<file path="config.mk">
export PLATFORM = sky130hd
export DESIGN_NAME = qpc_counter
export DESIGN_NICKNAME = d
export VERILOG_FILES = /design/src/qpc_pkg.sv /design/src/qpc_flt_if.sv /design/src/qpc_counter.sv /design/src/qpc_filter.sv
export SDC_FILE = /design/constraint.sdc
export NUM_CORES = 1
export LEC_CHECK = 0
export ABC_AREA = 1
export BUFFER_PORTS_ARGS = -buffer_cell sky130_fd_sc_hd__buf_2
export CORE_MARGIN = 3
export CORE_UTILIZATION = 44
export DETAILED_ROUTE_END_ITERATION = 10
export GPL_ROUTABILITY_DRIVEN = 0
export HOLD_SLACK_MARGIN = 0.1
export PLACE_DENSITY = 0.63
export SYNTH_ARGS = -nofsm -noshare
export SYNTH_HDL_FRONTEND = slang
export SYNTH_SLANG_ARGS = --single-unit
</file>
<file path="constraint.sdc">
create_clock -name core_clk -period 6.3 [get_ports core_clk]
set_clock_uncertainty 0.05 [all_clocks]
set_input_delay 1.26 -clock core_clk [delete_from_list [all_inputs] [get_ports core_clk]]
set_output_delay 1.26 -clock core_clk [all_outputs]
set_load 0.01 [all_outputs]
</file>
<file path="src/qpc_pkg.sv">
// Package: register map, field positions, reset values and counts for the position counter
package qpc_pkg;

   // ************************************************************
   // Register word addresses
   // ************************************************************
   localparam logic [7:0] ADDR_CTRL = 8'h00;
   localparam logic [7:0] ADDR_FLT  = 8'h04;
   localparam logic [7:0] ADDR_POS  = 8'h08;
   localparam logic [7:0] ADDR_MAX  = 8'h0c;

   // ************************************************************
   // Control and status field positions
   // ************************************************************
   localparam int BIT_ERR    = 15;
   localparam int BIT_IDLE   = 13;
   localparam int BIT_INDEX  = 12;
   localparam int BIT_DIR    = 11;
   localparam int MODE_LSB   = 8;
   localparam int BIT_SWAP   = 7;
   localparam int BIT_DIROUT = 6;
   localparam int BIT_GATE   = 5;
   localparam int PS_LSB     = 3;
   localparam int BIT_IDXRST = 2;
   localparam int BIT_CS     = 1;
   localparam int BIT_UDSRC  = 0;

   // Filter control field positions
   localparam int BIT_QE_EN  = 7;
   localparam int QE_DIV_LSB = 4;
   localparam int BIT_IX_EN  = 3;
   localparam int IX_DIV_LSB = 0;

   // Bits of the control word that are plain storage
   localparam logic [15:0] CTRL_STORE_MASK = 16'h27ff;

   // ************************************************************
   // Reset values
   // ************************************************************
   localparam logic [15:0] CTRL_RST = 16'h0000;
   localparam logic [7:0]  FLT_RST  = 8'h00;
   localparam logic [15:0] POS_RST  = 16'h0000;
   localparam logic [15:0] MAX_RST  = 16'hffff;

   // ************************************************************
   // Counts: stable filter samples, and divider terminal values indexed by field code
   // ************************************************************
   localparam int FLT_STABLE_SAMPLES = 3;
   localparam logic [7:0] FLT_DIV_MAX [8] = '{8'h00, 8'h01, 8'h03, 8'h0f,
                                              8'h1f, 8'h3f, 8'h7f, 8'hff};
   localparam logic [7:0] PRE_DIV_MAX [4] = '{8'h00, 8'h07, 8'h3f, 8'hff};

   // ************************************************************
   // Decoder modes
   // ************************************************************
   typedef enum logic [2:0] {
      qpc_mode_off    = 3'b000,
      qpc_mode_timer  = 3'b001,
      qpc_mode_x2_idx = 3'b100,
      qpc_mode_x2_max = 3'b101,
      qpc_mode_x4_idx = 3'b110,
      qpc_mode_x4_max = 3'b111
   } qpc_mode_t;

endpackage

</file>
<file path="src/qpc_flt_if.sv">
// Interface: one encoder input channel between the counter core and its noise filter
`timescale 1ns/100ps
interface qpc_flt_if;
   logic       pin;
   logic       en;
   logic [7:0] div_max;
   logic       level;

   modport core   (output pin, output en, output div_max, input level);
   modport filter (input pin, input en, input div_max, output level);
endinterface

</file>
<file path="src/qpc_counter.sv">
// Module: quadrature position counter with APB register access and timer mode
//
// Behaviour
// - Phase A leading phase B counts as forward, lagging as reverse.
// - Count rises in one turning direction and falls in the other.
// - Inputs are phase A, phase B and an index pulse.
// - Every encoder input has a noise filter software can enable.
// - Position is a 16-bit up/down counter.
// - Software reads and writes the position count.
// - A maximum-count register is compared with the position in some modes.
// - All four registers accept byte or word accesses.
// - Count error flag set on position errors, only in index-reset modes.
// - Read-only status bit shows the current index input level.
// - Direction flag 1 positive; read-only in decoder modes, writable in timer.
// - Internal direction follows the timing between the phase inputs.
// - Mode field chooses two or four counts per quadrature cycle.
// - Mode field also selects 16-bit timer; code 000 turns the block off.
// - Index-reset enable lets the index reset the counter in index modes: to zero going forward, to the limit going backward.
// - Swap bit exchanges phase A and phase B before decoding.
// - Timer clock source is phase A rising edge or the instruction clock.
// - Decoder and counter events raise an event output.
// - In x4 mode every edge of both phases steps the counter.
// - In x2 mode only phase A edges step; phase B gives direction.
// - Each edge is compared with the last to set direction and step.
// - Enabled filter output changes after three stable filter-clock samples.
//
// Chosen here: the APB register port and the register offsets.
`timescale 1ns/100ps
module qpc_counter (
   input  wire logic        core_clk,
   input  wire logic        rst_n,
   input  wire logic        psel,
   input  wire logic        penable,
   input  wire logic        pwrite,
   input  wire logic [7:0]  paddr,
   input  wire logic [31:0] pwdata,
   input  wire logic [3:0]  pstrb,
   output logic [31:0]      prdata,
   output logic             pready,
   output logic             pslverr,
   input  wire logic        phase_a_input,
   input  wire logic        phase_b_input,
   input  wire logic        index_input,
   input  wire logic        idle_mode,
   output logic             direction_out,
   output logic             direction_out_en,
   output logic             event_pulse
);

   // ************************************************************
   // Input filters
   // ************************************************************
   qpc_flt_if  flt [3] ();
   logic [2:0] pins;
   logic [7:0] flt_reg;

   assign pins = {index_input, phase_b_input, phase_a_input};

   // Index has its own enable and divider
   genvar gi;
   generate
      for (gi = 0; gi < 3; gi++) begin : g_flt
         assign flt[gi].pin     = pins[gi];
         assign flt[gi].en      = (gi == 2) ? flt_reg[qpc_pkg::BIT_IX_EN]
                                            : flt_reg[qpc_pkg::BIT_QE_EN];
         assign flt[gi].div_max = (gi == 2)
            ? qpc_pkg::FLT_DIV_MAX[flt_reg[qpc_pkg::IX_DIV_LSB +: 3]]
            : qpc_pkg::FLT_DIV_MAX[flt_reg[qpc_pkg::QE_DIV_LSB +: 3]];
         qpc_filter u_filter (
            .core_clk (core_clk),
            .rst_n    (rst_n),
            .f        (flt[gi])
         );
      end
   endgenerate

   // ************************************************************
   // Register state and decode
   // ************************************************************
   // Software-visible state and edge history
   logic [15:0] ctrl;
   logic        count_error_flag;
   logic        direction_flag;
   logic [15:0] position_count;
   logic [15:0] max_count_limit;
   logic        a_q;
   logic        b_q;
   logic        i_q;
   logic [7:0]  pre_cnt;

   // Next values
   logic [15:0] next_ctrl;
   logic        next_err;
   logic        next_dir;
   logic [15:0] next_pos;
   logic [15:0] next_max;
   logic [7:0]  next_flt;
   logic [7:0]  next_pre_cnt;
   logic        next_event;
   logic        next_dir_out_en;

   // Decoded levels, modes and strobes
   logic        lvl_a;
   logic        lvl_b;
   logic        lvl_i;
   logic [2:0]  mode;
   logic        pos_mode;
   logic        x4_mode;
   logic        idx_mode;
   logic        tmr_mode;
   logic        run;
   logic        a_chg;
   logic        b_chg;
   logic        idx_rise;
   logic        dir_now;
   logic        step;
   logic        src_evt;
   logic        pre_tick;
   logic        tmr_step;
   logic        up;
   logic        wr_acc;
   logic [15:0] wmask;
   logic [15:0] wdata;

   assign lvl_i    = flt[2].level;
   // Swap before decoding so every later stage sees the exchanged phases
   assign lvl_a    = ctrl[qpc_pkg::BIT_SWAP] ? flt[1].level : flt[0].level;
   assign lvl_b    = ctrl[qpc_pkg::BIT_SWAP] ? flt[0].level : flt[1].level;
   assign mode     = ctrl[qpc_pkg::MODE_LSB +: 3];
   assign pos_mode = mode[2];
   assign x4_mode  = mode[1];
   assign idx_mode = (mode == qpc_pkg::qpc_mode_x2_idx) || (mode == qpc_pkg::qpc_mode_x4_idx);
   assign tmr_mode = (mode == qpc_pkg::qpc_mode_timer);

   // Off mode and idle-stop both freeze counting
   assign run      = (mode != qpc_pkg::qpc_mode_off) && !(ctrl[qpc_pkg::BIT_IDLE] && idle_mode);

   // Edge history runs in every mode, so enabling a mode finds no stale edge
   assign a_chg    = lvl_a ^ a_q;
   assign b_chg    = lvl_b ^ b_q;
   assign idx_rise = lvl_i && !i_q;
   // New A against old B: 1 when A leads B
   assign dir_now  = lvl_a ^ b_q;
   // Both phases changing at once is illegal and ignored
   assign step     = run && pos_mode && (x4_mode ? (a_chg ^ b_chg)
                                                 : (a_chg && !b_chg));

   // Timer source: gated instruction clock, phase A rising, or plain clock
   always_comb begin
      if (ctrl[qpc_pkg::BIT_GATE]) begin
         src_evt = lvl_a;
      end else if (ctrl[qpc_pkg::BIT_CS]) begin
         src_evt = lvl_a && !a_q;
      end else begin
         src_evt = 1'b1;
      end
   end

   // Prescaler terminal count sets the timer step rate
   assign pre_tick = src_evt &&
                     (pre_cnt >= qpc_pkg::PRE_DIV_MAX[ctrl[qpc_pkg::PS_LSB +: 2]]);
   assign tmr_step = run && tmr_mode && pre_tick;

   // A write lands at the access edge
   assign wr_acc = psel && penable && pready && pwrite;
   assign wmask  = {{8{pstrb[1]}}, {8{pstrb[0]}}};
   assign wdata  = pwdata[15:0];

   // ************************************************************
   // Core next-state logic
   // ************************************************************
   always_comb begin
      next_ctrl       = ctrl;
      next_err        = count_error_flag;
      next_dir        = direction_flag;
      next_pos        = position_count;
      next_max        = max_count_limit;
      next_flt        = flt_reg;
      next_pre_cnt    = pre_cnt;
      next_event      = 1'b0;

      // Timer direction comes from phase B or the stored flag
      up              = pos_mode ? dir_now
                                 : (ctrl[qpc_pkg::BIT_UDSRC] ? lvl_b : direction_flag);

      // Software writes come first so hardware events below take priority
      if (wr_acc) begin
         case (paddr)
            qpc_pkg::ADDR_CTRL: begin
               next_ctrl = (ctrl & ~(wmask & qpc_pkg::CTRL_STORE_MASK)) |
                           (wdata & wmask & qpc_pkg::CTRL_STORE_MASK);
               if (wmask[qpc_pkg::BIT_ERR]) begin
                  next_err = wdata[qpc_pkg::BIT_ERR];
               end
               if (wmask[qpc_pkg::BIT_DIR] && tmr_mode) begin
                  next_dir = wdata[qpc_pkg::BIT_DIR];
               end
            end
            qpc_pkg::ADDR_FLT: begin
               if (pstrb[0]) begin
                  next_flt = wdata[7:0];
               end
            end
            qpc_pkg::ADDR_POS: begin
               next_pos = (position_count & ~wmask) | (wdata & wmask);
            end
            qpc_pkg::ADDR_MAX: begin
               next_max = (max_count_limit & ~wmask) | (wdata & wmask);
            end
            default: begin
               next_pos = next_pos;
            end
         endcase
      end

      // Prescaler advances only on a source event
      if (run && tmr_mode && src_evt) begin
         next_pre_cnt = pre_tick ? 8'h00 : pre_cnt + 8'h01;
      end

      // Gated accumulation ends with the falling gate
      if (run && tmr_mode && ctrl[qpc_pkg::BIT_GATE] && a_q && !lvl_a) begin
         next_event = 1'b1;
      end

      if (run && idx_mode && ctrl[qpc_pkg::BIT_IDXRST] && idx_rise) begin
         // Index reset lands on zero going forward and on the limit backward
         next_pos   = direction_flag ? 16'h0000 : max_count_limit;
         next_event = 1'b1;
      end else if (step || tmr_step) begin
         if (step) begin
            next_dir = dir_now;
         end
         if (up) begin
            if (position_count == max_count_limit) begin
               next_pos   = 16'h0000;
               next_event = 1'b1;
               next_err   = next_err || idx_mode;
            end else begin
               next_pos = position_count + 16'h0001;
            end
         end else begin
            if (position_count == 16'h0000) begin
               next_pos   = max_count_limit;
               next_event = 1'b1;
               next_err   = next_err || idx_mode;
            end else begin
               next_pos = position_count - 16'h0001;
            end
         end
      end
      // A wrap in index modes means an index pulse was missed
      if (next_err && !count_error_flag) begin
         next_event = 1'b1;
      end

      // Pin driver is only meaningful in decoder modes
      next_dir_out_en = ctrl[qpc_pkg::BIT_DIROUT] && pos_mode;
   end

   always_ff @(posedge core_clk or negedge rst_n) begin
      if (!rst_n) begin
         ctrl             <= qpc_pkg::CTRL_RST;
         count_error_flag <= 1'b0;
         direction_flag   <= 1'b0;
         position_count   <= qpc_pkg::POS_RST;
         max_count_limit  <= qpc_pkg::MAX_RST;
         flt_reg          <= qpc_pkg::FLT_RST;
         pre_cnt          <= 8'h00;
         a_q              <= 1'b0;
         b_q              <= 1'b0;
         i_q              <= 1'b0;
         event_pulse      <= 1'b0;
         direction_out    <= 1'b0;
         direction_out_en <= 1'b0;
      end else begin
         ctrl             <= next_ctrl;
         count_error_flag <= next_err;
         direction_flag   <= next_dir;
         position_count   <= next_pos;
         max_count_limit  <= next_max;
         flt_reg          <= next_flt;
         pre_cnt          <= next_pre_cnt;
         a_q              <= lvl_a;
         b_q              <= lvl_b;
         i_q              <= lvl_i;
         event_pulse      <= next_event;
         direction_out    <= next_dir;
         direction_out_en <= next_dir_out_en;
      end
   end

   // ************************************************************
   // APB slave: read data captured in setup, zero-wait access
   // ************************************************************
   logic [31:0] next_prdata;
   logic        next_pready;
   logic        next_pslverr;
   logic        setup;
   logic        mapped;
   logic [15:0] ctrl_rd;

   // Zero wait states: pready follows setup by one cycle
   assign setup  = psel && !penable;
   assign mapped = (paddr == qpc_pkg::ADDR_CTRL) || (paddr == qpc_pkg::ADDR_FLT) ||
                   (paddr == qpc_pkg::ADDR_POS)  || (paddr == qpc_pkg::ADDR_MAX);

   always_comb begin
      // Status bits are live; the rest is stored
      ctrl_rd = ctrl & qpc_pkg::CTRL_STORE_MASK;
      ctrl_rd[qpc_pkg::BIT_ERR]   = count_error_flag;
      ctrl_rd[qpc_pkg::BIT_INDEX] = lvl_i;
      ctrl_rd[qpc_pkg::BIT_DIR]   = direction_flag;

      next_pready  = setup;
      next_pslverr = setup && !mapped;
      next_prdata  = prdata;
      if (setup && !pwrite) begin
         case (paddr)
            qpc_pkg::ADDR_CTRL: next_prdata = {16'h0000, ctrl_rd};
            qpc_pkg::ADDR_FLT:  next_prdata = {24'h000000, flt_reg};
            // Whole word is captured at once, so word reads are coherent
            qpc_pkg::ADDR_POS:  next_prdata = {16'h0000, position_count};
            qpc_pkg::ADDR_MAX:  next_prdata = {16'h0000, max_count_limit};
            default:            next_prdata = 32'h00000000;
         endcase
      end
   end

   always_ff @(posedge core_clk or negedge rst_n) begin
      if (!rst_n) begin
         prdata  <= 32'h00000000;
         pready  <= 1'b0;
         pslverr <= 1'b0;
      end else begin
         prdata  <= next_prdata;
         pready  <= next_pready;
         pslverr <= next_pslverr;
      end
   end

endmodule

</file>
<file path="src/qpc_filter.sv">
// Module: pin synchroniser and three-sample digital noise filter for one encoder input
`timescale 1ns/100ps
module qpc_filter (
   input wire logic   core_clk,
   input wire logic   rst_n,
   qpc_flt_if.filter  f
);
   logic [2:0] sync;
   logic       clean;
   logic [7:0] div_cnt;
   logic [1:0] hist;
   logic       filt;
   logic       next_clean;
   logic [7:0] next_div_cnt;
   logic [1:0] next_hist;
   logic       next_filt;
   logic       tick;

   always_comb begin
      // A pin change counts once the second and third stages agree
      next_clean   = (sync[1] == sync[2]) ? sync[2] : clean;
      tick         = (div_cnt >= f.div_max);
      next_div_cnt = tick ? 8'h00 : div_cnt + 8'h01;
      next_hist    = hist;
      next_filt    = filt;
      if (tick) begin
         next_hist = {hist[0], clean};
         // Output moves only after three equal filter-clock samples
         if (hist[1] == clean && hist[0] == clean) begin
            next_filt = clean;
         end
      end
   end

   always_ff @(posedge core_clk or negedge rst_n) begin
      if (!rst_n) begin
         sync    <= 3'h0;
         clean   <= 1'b0;
         div_cnt <= 8'h00;
         hist    <= 2'h0;
         filt    <= 1'b0;
      end else begin
         sync    <= {sync[1:0], f.pin};
         clean   <= next_clean;
         div_cnt <= next_div_cnt;
         hist    <= next_hist;
         filt    <= next_filt;
      end
   end

   // Filter is bypassed unless software enables it
   assign f.level = f.en ? filt : clean;
endmodule

</file>
==> report_table.html, run 1 <==
<table>
<tr><th>Metric</th><th>Value</th></tr>
<tr><th colspan="2">Run status</th></tr>
<tr><td>Result of the run</td><td>completed</td></tr>
<tr><th colspan="2">Clock network</th></tr>
<tr><td>CTS HTree Levels</td><td>4</td></tr>
<tr><td>Clock buffer count from CTS</td><td>17</td></tr>
<tr><td>Total setup buffers inserted after CTS</td><td>0</td></tr>
<tr><td>Clock slew at the register clock pins of the worst setup and hold paths</td><td>0.06 ns</td></tr>
<tr><td>CTS tree</td><td>done</td></tr>
<tr><td>Buffer levels on the longest clock path</td><td>2</td></tr>
<tr><td>Number of resized instances in the post-cts repair step</td><td>0</td></tr>
<tr><td>Number of buffers added to fix hold violations after cts</td><td>0</td></tr>
<tr><td>Clock network latency to the later pin of the worst-skew pair</td><td>between 0.4 and 0.5 ns</td></tr>
<tr><td>CTS sink cnt</td><td>130</td></tr>
<tr><td>Root buffer selected by CTS</td><td>clkbuf_16</td></tr>
<tr><th colspan="2">Floorplanning</th></tr>
<tr><td>Total Die Area</td><td>roughly 22000 um2</td></tr>
<tr><td>Core area</td><td>~20000 um2</td></tr>
<tr><td>Overall die width</td><td>about 150 um</td></tr>
<tr><td>I/O Pins</td><td>90</td></tr>
<tr><td>DIE HEIGHT</td><td>147 um</td></tr>
<tr><td>Std cell rows</td><td>51</td></tr>
<tr><td>Initial Utilization</td><td>between 40% and 50%</td></tr>
<tr><th colspan="2">Detailed routing</th></tr>
<tr><td>Antenna-violating nets left</td><td>0</td></tr>
<tr><td>Vias/cell</td><td>5.14</td></tr>
<tr><td>Number of vias in the routed layout</td><td>7999</td></tr>
<tr><td>Remaining design rule violation count</td><td>0</td></tr>
<tr><td>Detailed-route wire length per cell</td><td>between 15 and 20 um</td></tr>
<tr><td>Wire length reported by the detailed router</td><td>around 24000 um</td></tr>
<tr><td>Violation count after the first detailed-routing iteration</td><td>between 600 and 700</td></tr>
<tr><td>DRT Pass-1 Iters</td><td>5</td></tr>
<tr><th colspan="2">Global route</th></tr>
<tr><td>Via count of the first global-routing pass</td><td>7393</td></tr>
<tr><td>Largest net degree at the start of global routing</td><td>84</td></tr>
<tr><td>Antenna violations before repair</td><td>0</td></tr>
<tr><td>Global route total overflow</td><td>0</td></tr>
<tr><td>Wire length of the first global-routing pass</td><td>38900 um</td></tr>
<tr><td>Overall routing resource usage</td><td>approximately 22%</td></tr>
<tr><th colspan="2">STA</th></tr>
<tr><td>RSZ-0062 raised after global routing</td><td>no</td></tr>
<tr><td>Final Cycle Share</td><td>between 50% and 60%</td></tr>
<tr><td>Total count of max-transition violations in the final report</td><td>0</td></tr>
<tr><td>Final hold viol count</td><td>0</td></tr>
<tr><td>Tmin final</td><td>~3.4 ns</td></tr>
<tr><td>Measured slew at the worst slew-check pin</td><td>1.03 ns</td></tr>
<tr><td>Max_slew headroom</td><td>30.8%</td></tr>
<tr><td>Number of endpoints failing setup at the final stage</td><td>0</td></tr>
<tr><td>Setup TNS</td><td>0 ns</td></tr>
<tr><td>Maximum clock frequency</td><td>a little under 0.3 GHz</td></tr>
<tr><th colspan="2">Worst hold path</th></tr>
<tr><td>Number of cells on the worst hold path</td><td>0</td></tr>
<tr><td>Worst min-delay path class</td><td>reg2reg</td></tr>
<tr><td>Terminating pin of the worst hold path</td><td>g_flt[2].u_filter.sync[1]</td></tr>
<tr><td>Worst Hold Launch</td><td>g_flt[2].u_filter.sync[0]</td></tr>
<tr><th colspan="2">Place</th></tr>
<tr><td>Total half-perimeter wirelength after legalization and detailed placement</td><td>17600 um</td></tr>
<tr><td>Buffers on Ports</td><td>55</td></tr>
<tr><th colspan="2">Yosys</th></tr>
<tr><td>Most frequently used flop master after synthesis</td><td>dfrtp_1</td></tr>
<tr><td>Area share of fa/ha/maj cells after synthesis</td><td>5.91%</td></tr>
<tr><td>Combinational family with the most area after synthesis</td><td>simple AND/OR/NAND/NOR gates</td></tr>
<tr><td>Post-synthesis instance area</td><td>8770 um2</td></tr>
<tr><td>Share of the synthesized netlist area taken by xor and xnor gates</td><td>approximately 2.0%</td></tr>
<tr><td>Count of unique library cells instantiated by Yosys</td><td>41</td></tr>
<tr><td>Multiplexer share of the synthesized area</td><td>0%</td></tr>
<tr><td>Sequential share of the synthesized area</td><td>a little under two fifths</td></tr>
<tr><td>Synth warn</td><td>0</td></tr>
<tr><td>Number of synthesized register bits</td><td>130</td></tr>
<tr><td>Share of flip-flops with an asynchronous set or reset after synthesis</td><td>100%</td></tr>
<tr><td>Gate count of the mapped netlist</td><td>roughly 1200</td></tr>
<tr><td>EDFF count, synth</td><td>0</td></tr>
<tr><td>Syn avg cell area</td><td>around 7.0 um2</td></tr>
<tr><td>Basic-gate share of the synthesized area counting and, or, nand and nor cells</td><td>a little over a third</td></tr>
<tr><td>Synth Area in Compound Gates</td><td>under 10%</td></tr>
<tr><th colspan="2">Finish</th></tr>
<tr><td>Share of post-route cells with drive strength above 1</td><td>roughly 11%</td></tr>
<tr><td>Most common cell after layout, fill and taps aside</td><td>nand2_1</td></tr>
<tr><td>Fill cell instance count of the final layout</td><td>2014</td></tr>
<tr><td>Final net count</td><td>between 1000 and 1500</td></tr>
<tr><td>Most frequent cells in the layout</td><td>403 x nand2_1, 130 x inv_1, 118 x nand3_1</td></tr>
<tr><td>Seq. cell area</td><td>~3300 um2</td></tr>
<tr><td>Multi-input combinational cell area</td><td>4650 um2</td></tr>
<tr><td>Utilization after layout</td><td>just under 50%</td></tr>
<tr><td>Antenna diode count</td><td>0</td></tr>
<tr><td>Signed area change from the synthesized netlist to the final layout</td><td>9.91%</td></tr>
<tr><th colspan="2">Critical path</th></tr>
<tr><td>Worst Setup Start Kind</td><td>input pin</td></tr>
<tr><td>Depth of the worst register-to-register path</td><td>14</td></tr>
<tr><td>Worst reg2reg path startpoint</td><td>flt_reg[7]</td></tr>
<tr><td>Critical path arrival</td><td>~3.6 ns</td></tr>
<tr><td>Crit Path Category</td><td>in2reg</td></tr>
<tr><td>Slack of the worst reg-to-reg path</td><td>3.40 ns</td></tr>
<tr><td>Setup crit end kind</td><td>flop</td></tr>
<tr><td>CP Data Required Time</td><td>about 6.6 ns</td></tr>
<tr><td>Max Fanout on Critical Path</td><td>13</td></tr>
<tr><th colspan="2">Pwr</th></tr>
<tr><td>Cell internal pwr</td><td>1.45 mW</td></tr>
<tr><td>Combinational share of power</td><td>about a tenth</td></tr>
<tr><td>Cell area power density</td><td>about 210 nW/um2</td></tr>
<tr><td>Net switching power figure</td><td>548 uW</td></tr>
<tr><td>VDD IR max</td><td>between 150 and 200 uV</td></tr>
<tr><td>Switching part of the total</td><td>27.4%</td></tr>
<tr><td>Total leakage power</td><td>between 4 and 5 nW</td></tr>
<tr><td>Fraction of power consumed by sequential logic</td><td>44.3%</td></tr>
<tr><td>Power share of the clock group</td><td>45.0%</td></tr>
<tr><th colspan="2">Run</th></tr>
<tr><td>Max-cap violations</td><td>0</td></tr>
</table>
-- worst max-delay path: stages --
cell and delay, ns:
buf_2 0.10, nor2_2 0.20, nand2_1 0.13, nor3_2 0.84
nand2_1 0.52, o21ai_0 0.31, o21ai_1 0.10, nor2_1 0.10
nor2_1 0.04
-- layout make-up --
type,count,share of cell area [%]
Timing Repair Buffer,59,3.23
Sequential cell,130,34.0
Clock buffer,20,4.63
Clock inverter,12,0.870
Tap cell,265,3.44
Inverter,144,5.61
Multi-Input combinational cell,927,48.3
-- through the flow --
step	power, mW	hold slack, ns	area [um2]	setup WS (ns)	std cells
after floorplan	1.05	0.281	8830	3.74	1262
after global placement	1.11	0.284	9110	2.63	1525
after detailed placement	1.11	0.288	9110	2.58	1525
after CTS	2.01	0.302	9640	3.01	1557
after global routing	2.09	0.308	9640	2.70	1557
final	2.00	0.298	9640	2.94	1557
-- how the worst max path moves through the flow --
stage	start	to	depth (start not counted)
after global placement	paddr[1]	flop	9
after floorplan	paddr[1]	flt_reg[6]	7
after global routing	paddr[1]	flop	9
after detailed placement	paddr[1]	flop	9
final	paddr[1]	flop	9
after CTS	paddr[1]	flop	9
-- logic make-up after synthesis --
logic type               Yosys count
adder cells (fa/ha/maj)           42
buffers and inverters            205
AND/OR/NAND/NOR                  695
flip-flops                       130
XOR/XNOR                          20
AO/OA/AOI/OAI                    154
other                              1
-- cells in the mapped netlist, types with 2 or more instances --
cell       number  share of area, %
nand2_4         2              0.26
inv_1         130               5.6
xor2_1         20               2.0
and3_1          3              0.21
nand4_2         2              0.29
nor3b_1         2              0.17
buf_2          17              0.97
nor3_1         14              0.80
clkbuf_1       18              0.77
nor2_2          4              0.29
a21oi_1        33               1.9
nand2_1       403                17
inv_2          14              0.60
buf_4          23               2.0
nor2_4          2              0.26
nand3b_1       16               1.4
o31ai_1         4              0.34
nand2_2         5              0.36
maj3_1          3              0.34
ha_1           39               5.6
nand4_1        15               1.1
o2111ai_1       9              0.90
nor3_2          4              0.46
nor2_1         99               4.2
o21a_1          5              0.43
nand3_2         2              0.23
buf_8           2              0.34
dfrtp_1       114                33
dfstp_2        16               4.8
o22ai_1         5              0.36
nand3_1       118               6.7
o21ai_0        89               5.1
o21ai_1         7              0.40
-- routing by layer --
metal  GRT usage [%]  vias to the layer above  share of wire, %
li1                -                     4058                 -
met1            31.7                     3720                48
met2            35.6                      191                46
met3            2.87                       30               4.3
met4            7.04                        0               1.8
met5               0                        -                 0
-- power by group through the flow --
stage | sequential (mW) | clock (mW) | combinational (mW)
2_1_floorplan | 0.887 | 0 | 0.159
3_3_place_gp | 0.898 | 0 | 0.210
3_5_place_dp | 0.898 | 0 | 0.213
4_1_cts | 0.884 | 0.914 | 0.214
5_1_grt | 0.887 | 0.952 | 0.249
6_report | 0.884 | 0.899 | 0.214
(Power assumes the default switching activity.)
==> inputs of run 2 (changes only) <==
- ABC_AREA: 1 -> 0
- PLACE_DENSITY: 0.63 -> 0.66
- clock period: 6.3 -> 2.8 ns (I/O delays scaled with it)
==> report_table.html, run 2 <==
<table>
<tr><th>Metric</th><th>Value</th></tr>
<tr><th colspan="2">Run status</th></tr>
<tr><td>Result of the run</td><td>finished with violations</td></tr>
<tr><td>Violated checks</td><td>negative setup slack</td></tr>
<tr><th colspan="2">Yosys</th></tr>
<tr><td>Synth warn</td><td>0</td></tr>
<tr><td>EDFF count, synth</td><td>0</td></tr>
<tr><td>Post-synthesis instance area</td><td>7890 um2</td></tr>
<tr><td>Most frequent cells after synthesis</td><td>114 x dfrtp_1, 57 x nor2_1, 43 x mux2_2</td></tr>
<tr><td>Number of synthesized register bits</td><td>130</td></tr>
<tr><td>Share of flip-flops with an asynchronous set or reset after synthesis</td><td>100%</td></tr>
<tr><td>Count of unique library cells instantiated by Yosys</td><td>about 60</td></tr>
<tr><td>Sequential share of the synthesized area</td><td>roughly two fifths</td></tr>
<tr><td>Gate count of the mapped netlist</td><td>768</td></tr>
<tr><td>Portion of synthesized cell area occupied by the leading cell type</td><td>36.2%</td></tr>
<tr><td>Count leader, synth</td><td>dfrtp_1</td></tr>
<tr><td>Syn avg cell area</td><td>around 10 um2</td></tr>
<tr><td>Most frequently used flop master after synthesis</td><td>dfrtp_1</td></tr>
<tr><td>Dominant cells by area after synthesis</td><td>dfrtp_1 36%, ha_1 6.2%, mux2_2 6.1%</td></tr>
<tr><td>Cell type contributing the most total cell area after synthesis</td><td>dfrtp_1</td></tr>
<tr><th colspan="2">Detailed routing</th></tr>
<tr><td>Detailed-route wire length per cell</td><td>18.5 um</td></tr>
<tr><td>Violation count after the first detailed-routing iteration</td><td>493</td></tr>
<tr><td>Antenna-violating nets left</td><td>0</td></tr>
<tr><td>Number of vias in the routed layout</td><td>~6500</td></tr>
<tr><td>Remaining design rule violation count</td><td>0</td></tr>
<tr><td>Wire length reported by the detailed router</td><td>between 20000 and 25000 um</td></tr>
<tr><td>Vias/cell</td><td>slightly below 6</td></tr>
<tr><td>DRT Pass-1 Iters</td><td>5</td></tr>
<tr><th colspan="2">Finish</th></tr>
<tr><td>Most common cell after layout, fill and taps aside</td><td>dfrtp_1</td></tr>
<tr><td>Share of post-route cells with drive strength above 1</td><td>around 32%</td></tr>
<tr><td>Utilization after layout</td><td>between 50% and 60%</td></tr>
<tr><td>Number of cells in the finished layout apart from fillers</td><td>1122</td></tr>
<tr><td>Most frequent cells in the layout</td><td>113 x dfrtp_1, 75 x buf_4, 55 x nor2_1</td></tr>
<tr><td>Antenna diode count</td><td>0</td></tr>
<tr><td>Signed area change from the synthesized netlist to the final layout</td><td>24.9%</td></tr>
<tr><td>Final net count</td><td>about 980</td></tr>
<tr><th colspan="2">Global route</th></tr>
<tr><td>Global route total overflow</td><td>0</td></tr>
<tr><td>Overall routing resource usage</td><td>a little over a fifth</td></tr>
<tr><td>Largest net degree at the start of global routing</td><td>65</td></tr>
<tr><td>Wire length of the first global-routing pass</td><td>around 33000 um</td></tr>
<tr><td>Antenna violations before repair</td><td>0</td></tr>
<tr><td>Via count of the first global-routing pass</td><td>between 6000 and 7000</td></tr>
<tr><th colspan="2">STA</th></tr>
<tr><td>Final WS setup</td><td>-0.00415 ns</td></tr>
<tr><td>Tmin final</td><td>approximately 2.8 ns</td></tr>
<tr><td>Max_slew headroom</td><td>between 50% and 60%</td></tr>
<tr><td>Final hold slack</td><td>around 0.19 ns</td></tr>
<tr><td>Total count of max-transition violations in the final report</td><td>0</td></tr>
<tr><td>Setup TNS</td><td>-0.00459 ns</td></tr>
<tr><td>RSZ-0062 raised after global routing</td><td>yes</td></tr>
<tr><td>Measured slew at the worst slew-check pin</td><td>0.722 ns</td></tr>
<tr><td>Final hold viol count</td><td>0</td></tr>
<tr><td>Number of endpoints failing setup at the final stage</td><td>2</td></tr>
<tr><td>Final Cycle Share</td><td>100%</td></tr>
<tr><td>Maximum clock frequency</td><td>around 0.36 GHz</td></tr>
<tr><th colspan="2">Pwr</th></tr>
<tr><td>Total leakage power</td><td>4.57 nW</td></tr>
<tr><td>Combinational share of power</td><td>18.8%</td></tr>
<tr><td>Net switching power figure</td><td>1.62 mW</td></tr>
<tr><td>Cell area power density</td><td>about 550 nW/um2</td></tr>
<tr><td>Fraction of power consumed by sequential logic</td><td>between 40% and 50%</td></tr>
<tr><td>Cell internal pwr</td><td>between 3 and 4 mW</td></tr>
<tr><td>VDD IR max</td><td>approximately 440 uV</td></tr>
<tr><td>Power share of the clock group</td><td>about two fifths</td></tr>
<tr><td>Switching part of the total</td><td>between 20% and 30%</td></tr>
<tr><td>Total power of the final layout</td><td>around 5.5 mW</td></tr>
<tr><th colspan="2">Critical path</th></tr>
<tr><td>CP Data Required Time</td><td>between 3 and 4 ns</td></tr>
<tr><td>Setup crit end kind</td><td>flop</td></tr>
<tr><td>Crit Path Category</td><td>reg2reg</td></tr>
<tr><td>Worst Setup Start Kind</td><td>flop</td></tr>
<tr><td>Max Fanout on Critical Path</td><td>8</td></tr>
<tr><td>Critical path arrival</td><td>3.06 ns</td></tr>
<tr><th colspan="2">Run</th></tr>
<tr><td>Max-cap violations</td><td>0</td></tr>
<tr><th colspan="2">Clock network</th></tr>
<tr><td>Buffer levels on the longest clock path</td><td>2</td></tr>
<tr><td>Clock network latency to the later pin of the worst-skew pair</td><td>between 0.4 and 0.5 ns</td></tr>
<tr><td>Clock buffer count from CTS</td><td>17</td></tr>
<tr><td>CTS HTree Levels</td><td>4</td></tr>
<tr><td>Clock slew at the register clock pins of the worst setup and hold paths</td><td>roughly 0.06 ns</td></tr>
<tr><td>CTS sink cnt</td><td>130</td></tr>
<tr><td>CTS tree</td><td>done</td></tr>
<tr><td>Root buffer selected by CTS</td><td>clkbuf_16</td></tr>
<tr><th colspan="2">Floorplanning</th></tr>
<tr><td>Core area</td><td>roughly 17000 um2</td></tr>
<tr><td>Std cell rows</td><td>48</td></tr>
<tr><td>DIE HEIGHT</td><td>~140 um</td></tr>
<tr><td>I/O Pins</td><td>90</td></tr>
<tr><td>Initial Utilization</td><td>a little under half</td></tr>
<tr><td>Overall die width</td><td>140 um</td></tr>
<tr><td>Total Die Area</td><td>between 15000 and 20000 um2</td></tr>
<tr><th colspan="2">Place</th></tr>
<tr><td>Placed Cells incl. Taps</td><td>about 1100</td></tr>
<tr><td>Buffers on Ports</td><td>55</td></tr>
<tr><td>Total half-perimeter wirelength after legalization and detailed placement</td><td>14600 um</td></tr>
<tr><th colspan="2">Worst hold path</th></tr>
<tr><td>Worst min-delay path class</td><td>in2reg</td></tr>
</table>
run 2: cell types whose count changed in the layout (fill, tap and decap cells not counted), sizes merged, moves of 48 or more:
cell	previous run	this run
inv	146	18
o21ai	96	31
nor2	106	58
nand2	411	36
buf	59	141
nand3	120	31
run 2: cell type report:
class | count | area [um2]
clock buffers | 18 | 439
clock inverters | 14 | 130
fillers | 1470 | 7570
inverters | 14 | 52.6
multi-input cells | 579 | 4650
flip-flops and latches | 130 | 3270
well taps | 225 | 282
repair buffers | 142 | 1020
run 2: power by group through the flow:
stage               sequential, mW  combinational (mW)  clock [mW]
detailed placement            2.32               0.960           0
global placement              2.32               0.923           0
finish                        2.30                1.03        2.13
CTS                           2.30                1.00        2.16
global route                  2.33                1.16        2.26
floorplan                     2.26               0.721           0
run 2: stage by stage:
stage                     setup WS [ns]  area, um2
after global placement           -0.277       8780
final                          -0.00415       9850
after global routing            -0.0854       9850
after detailed placement         -0.345       8780
after floorplan                -0.00844       7950
after CTS                       0.00177       9670
run 2: path summary, 6_finish.rpt:
| check | depth (start not counted) | endpoint | slack (ns) | startpoint |
|---|---|---|---|---|
| max reg2reg | 12 | flop | -0.004 | g_flt[1].u_filter.clean |
| min in group asynchronous | 2 | prdata[11] | 0.64 | rst_n |
| min reg2reg | 0 | g_flt[2].u_filter.sync[1] | 0.30 | g_flt[2].u_filter.sync[0] |
| min | 1 | g_flt[1].u_filter.sync[0] | 0.19 | phase_b_input |
| max | 12 | flop | -0.004 | g_flt[1].u_filter.clean |
| max in group asynchronous | 3 | asynchronous set/reset pin | 1.36 | rst_n |
run 2: cells by family (layout without fill, tap and decap cells):
family                     Yosys count  after routing  synth area share, %
xor gates and xnor gates            62             62                 6.88
and+or+nand+nor                    225            226                 14.9
other                                1             16               0.0475
AOI/OAI and AO/OA                  166            166                 14.9
muxes                               67             67                 10.6
DFF                                130            130                 41.5
adders and majority gates           42             42                 6.57
buffers and inverters               75            188                 4.66
run 2: layer usage:
metal	vias up	GRT usage, %	wire (um)
met5	-	0	0
met4	0	5.41	227
met3	20	3.86	1290
met2	219	31.8	9250
met1	3184	32.0	10000
li1	3043	-	-
run 2: critical path, cell delays in order (launching register included):
cell       delay (ns)
dfrtp_1          0.43
mux4_2           0.53
ha_4             0.29
inv_2            0.04
ha_4             0.26
nand2_4          0.05
o2111ai_4        0.10
o21ai_4          0.14
buf_12           0.16
o21ai_4          0.14
buf_6            0.16
nor3_1           0.07
a221o_1          0.25
run 2: timing repair:
item	4_1_cts	5_1_grt
pin swaps	5	13
setup endpoints to repair	18	18
cloned	3	0
hold buffers	1	0
buffers inserted	9	4
endpoints found under the hold margin	24	0
gates resized for setup	44	32
==> inputs of run 3 (changes only) <==
- CORE_ASPECT_RATIO: default -> 1.25
- PLACE_DENSITY: 0.66 -> 0.64
- clock period: 2.8 -> 2.65 ns (I/O delays scaled with it)
==> report_table.html, run 3 (same netlist as run 2, synthesis figures left out) <==
<table>
<tr><th>Metric</th><th>Value</th></tr>
<tr><th colspan="2">Global route</th></tr>
<tr><td>Largest net degree at the start of global routing</td><td>~50</td></tr>
<tr><td>Wire length of the first global-routing pass</td><td>35600 um</td></tr>
<tr><td>Via count of the first global-routing pass</td><td>between 6000 and 7000</td></tr>
<tr><td>Antenna violations before repair</td><td>0</td></tr>
<tr><td>Global route total overflow</td><td>0</td></tr>
<tr><td>Overall routing resource usage</td><td>between 20% and 30%</td></tr>
<tr><th colspan="2">STA</th></tr>
<tr><td>Final hold viol count</td><td>0</td></tr>
<tr><td>Measured slew at the worst slew-check pin</td><td>0.843 ns</td></tr>
<tr><td>Final Cycle Share</td><td>105%</td></tr>
<tr><td>Max_slew headroom</td><td>around 44%</td></tr>
<tr><td>RSZ-0062 raised after global routing</td><td>yes</td></tr>
<tr><td>Final WS setup</td><td>-0.129 ns</td></tr>
<tr><td>Total count of max-transition violations in the final report</td><td>0</td></tr>
<tr><td>Setup TNS</td><td>-1.39 ns</td></tr>
<tr><td>Final hold slack</td><td>between 0.15 and 0.2 ns</td></tr>
<tr><td>Maximum clock frequency</td><td>around 0.36 GHz</td></tr>
<tr><td>Number of endpoints failing setup at the final stage</td><td>15</td></tr>
<tr><td>Tmin final</td><td>roughly 2.8 ns</td></tr>
<tr><th colspan="2">Detailed routing</th></tr>
<tr><td>Routed wl met2</td><td>10800 um</td></tr>
<tr><td>Number of vias in the routed layout</td><td>6669</td></tr>
<tr><td>Violation count after the first detailed-routing iteration</td><td>534</td></tr>
<tr><td>Remaining design rule violation count</td><td>0</td></tr>
<tr><td>Wire length reported by the detailed router</td><td>22000 um</td></tr>
<tr><td>Uppermost routed layer</td><td>met4</td></tr>
<tr><td>DRT Pass-1 Iters</td><td>5</td></tr>
<tr><td>Routed length on met3</td><td>~1400 um</td></tr>
<tr><td>Met1 WL</td><td>approximately 8700 um</td></tr>
<tr><td>Vias/cell</td><td>between 5 and 6</td></tr>
<tr><td>Antenna-violating nets left</td><td>0</td></tr>
<tr><td>Detailed-route wire length per cell</td><td>a little under 20 um</td></tr>
<tr><th colspan="2">Pwr</th></tr>
<tr><td>Cell internal pwr</td><td>roughly 4.2 mW</td></tr>
<tr><td>Switching part of the total</td><td>28.9%</td></tr>
<tr><td>Cell area power density</td><td>just over 600 nW/um2</td></tr>
<tr><td>Power share of the clock group</td><td>between 40% and 50%</td></tr>
<tr><td>VDD IR max</td><td>approximately 470 uV</td></tr>
<tr><td>Net switching power figure</td><td>1.72 mW</td></tr>
<tr><td>Fraction of power consumed by sequential logic</td><td>between 40% and 50%</td></tr>
<tr><td>Combinational share of power</td><td>about a fifth</td></tr>
<tr><td>Total leakage power</td><td>approximately 4.6 nW</td></tr>
<tr><th colspan="2">Clock network</th></tr>
<tr><td>CTS tree</td><td>done</td></tr>
<tr><td>Clock buffer count from CTS</td><td>17</td></tr>
<tr><td>Root buffer selected by CTS</td><td>clkbuf_16</td></tr>
<tr><td>Clock slew at the register clock pins of the worst setup and hold paths</td><td>about 0.06 ns</td></tr>
<tr><td>Clock network latency to the later pin of the worst-skew pair</td><td>0.42 ns</td></tr>
<tr><td>CTS HTree Levels</td><td>4</td></tr>
<tr><td>Buffer levels on the longest clock path</td><td>2</td></tr>
<tr><td>CTS sink cnt</td><td>130</td></tr>
<tr><th colspan="2">Critical path</th></tr>
<tr><td>Max Fanout on Critical Path</td><td>8</td></tr>
<tr><td>Worst reg2reg path startpoint</td><td>g_flt[1].u_filter.filt</td></tr>
<tr><td>CP Data Required Time</td><td>2.90 ns</td></tr>
<tr><td>Critical path arrival</td><td>~3.0 ns</td></tr>
<tr><td>Crit Path Category</td><td>reg2reg</td></tr>
<tr><td>Worst Setup Start Kind</td><td>flop</td></tr>
<tr><td>Critical Path Source</td><td>g_flt[1].u_filter.filt</td></tr>
<tr><td>Setup crit end kind</td><td>flop</td></tr>
<tr><td>Depth of the worst register-to-register path</td><td>12</td></tr>
<tr><th colspan="2">Floorplanning</th></tr>
<tr><td>Std cell rows</td><td>54</td></tr>
<tr><td>DIE HEIGHT</td><td>156 um</td></tr>
<tr><td>Core area</td><td>17500 um2</td></tr>
<tr><td>I/O Pins</td><td>90</td></tr>
<tr><td>Total Die Area</td><td>19600 um2</td></tr>
<tr><td>Initial Utilization</td><td>45.1%</td></tr>
<tr><td>Overall die width</td><td>126 um</td></tr>
<tr><th colspan="2">Run status</th></tr>
<tr><td>Violated checks</td><td>negative setup slack</td></tr>
<tr><td>Result of the run</td><td>finished with violations</td></tr>
<tr><th colspan="2">Place</th></tr>
<tr><td>Worst slack at placement</td><td>-0.299 ns</td></tr>
<tr><td>Placed standard-cell area</td><td>between 8000 and 9000 um2</td></tr>
<tr><td>Total half-perimeter wirelength after legalization and detailed placement</td><td>16100 um</td></tr>
<tr><td>Buffers on Ports</td><td>55</td></tr>
<tr><th colspan="2">Worst hold path</th></tr>
<tr><td>Number of cells on the worst hold path</td><td>1</td></tr>
<tr><td>Worst Hold Launch</td><td>index_input</td></tr>
<tr><td>Worst min-delay path class</td><td>in2reg</td></tr>
<tr><th colspan="2">Finish</th></tr>
<tr><td>Final net count</td><td>981</td></tr>
<tr><td>Antenna diode count</td><td>0</td></tr>
<tr><td>Fill cell instance count of the final layout</td><td>1474</td></tr>
<tr><td>Share of post-route cells with drive strength above 1</td><td>31.3%</td></tr>
<tr><td>Most frequent cells in the layout</td><td>113 x dfrtp_1, 82 x buf_4, 55 x buf_2</td></tr>
<tr><td>Signed area change from the synthesized netlist to the final layout</td><td>24.1%</td></tr>
<tr><td>Most common cell after layout, fill and taps aside</td><td>dfrtp_1</td></tr>
<tr><td>Final design area excluding fillers</td><td>slightly below 10000 um2</td></tr>
<tr><th colspan="2">Run</th></tr>
<tr><td>Max-cap violations</td><td>0</td></tr>
</table>
-- run 3: cell types whose count changed in the layout (fill, tap and decap cells not counted), sizes merged --
cell and delta:
clkinvlp -5, inv -1, clkinv +5, bufinv +2, buf +6, nor2 -1, clkbuf -1
-- run 3: final timing paths --
kind,slack [ns],end
max,-0.13,flop
min,0.17,g_flt[2].u_filter.sync[0]
max reg2reg,-0.13,flop
min reg2reg,0.30,g_flt[0].u_filter.sync[1]
max in group asynchronous,1.11,asynchronous set/reset pin
min in group asynchronous,0.57,pre_cnt[0]
-- run 3: power by group through the flow --
stage	sequential, mW	combinational, mW	clock (mW)
global placement	2.44	1.01	0
detailed placement	2.45	1.06	0
CTS	2.42	1.10	2.47
floorplan	2.39	0.781	0
global route	2.46	1.25	2.56
finish	2.42	1.11	2.43
-- run 3: area by class of cell --
cell class / count / area [um2] / area share, %
inverter: 14 / 52.6 / 0.537
sequential: 130 / 3270 / 33.5
tap: 224 / 280 / 2.86
clock inverter: 15 / 184 / 1.88
timing repair buffer: 148 / 1020 / 10.4
clock buffer: 17 / 425 / 4.35
multi-input combinational: 578 / 4550 / 46.5
-- run 3: per-stage QoR --
stage | utilization, % | instances | power (mW)
after floorplan | - | 783 | 3.17
after global placement | 50.6 | 1080 | 3.44
after detailed placement | 50.6 | 1080 | 3.51
after CTS | 55.0 | 1121 | 5.99
after global routing | 55.9 | 1126 | 6.27
final | 55.9 | 1126 | 5.95
-- run 3: timing repair --
action	CTS	global route
pin swaps	0	7
endpoints found under the hold margin	44	0
cloned	0	1
endpoints found under the setup margin	18	18
resized for setup	22	24
setup buffers	8	4
hold buffers	1	0
-- run 3: critical path: stages, from the launching register on --
cell	delay, ns
dfrtp_1	0.40
mux4_2	0.53
ha_4	0.29
inv_2	0.04
ha_4	0.26
nand2_4	0.05
o2111ai_4	0.12
o21ai_4	0.15
buf_6	0.16
o21ai_2	0.11
buf_6	0.15
nor3_1	0.06
a221o_1	0.27
-- run 3: per-layer routing --
metal | vias to the layer above | track usage, %
met5 | - | 0
met4 | 0 | 12.2
met3 | 88 | 4.66
met2 | 279 | 38.6
met1 | 3257 | 27.7
li1 | 3045 | -
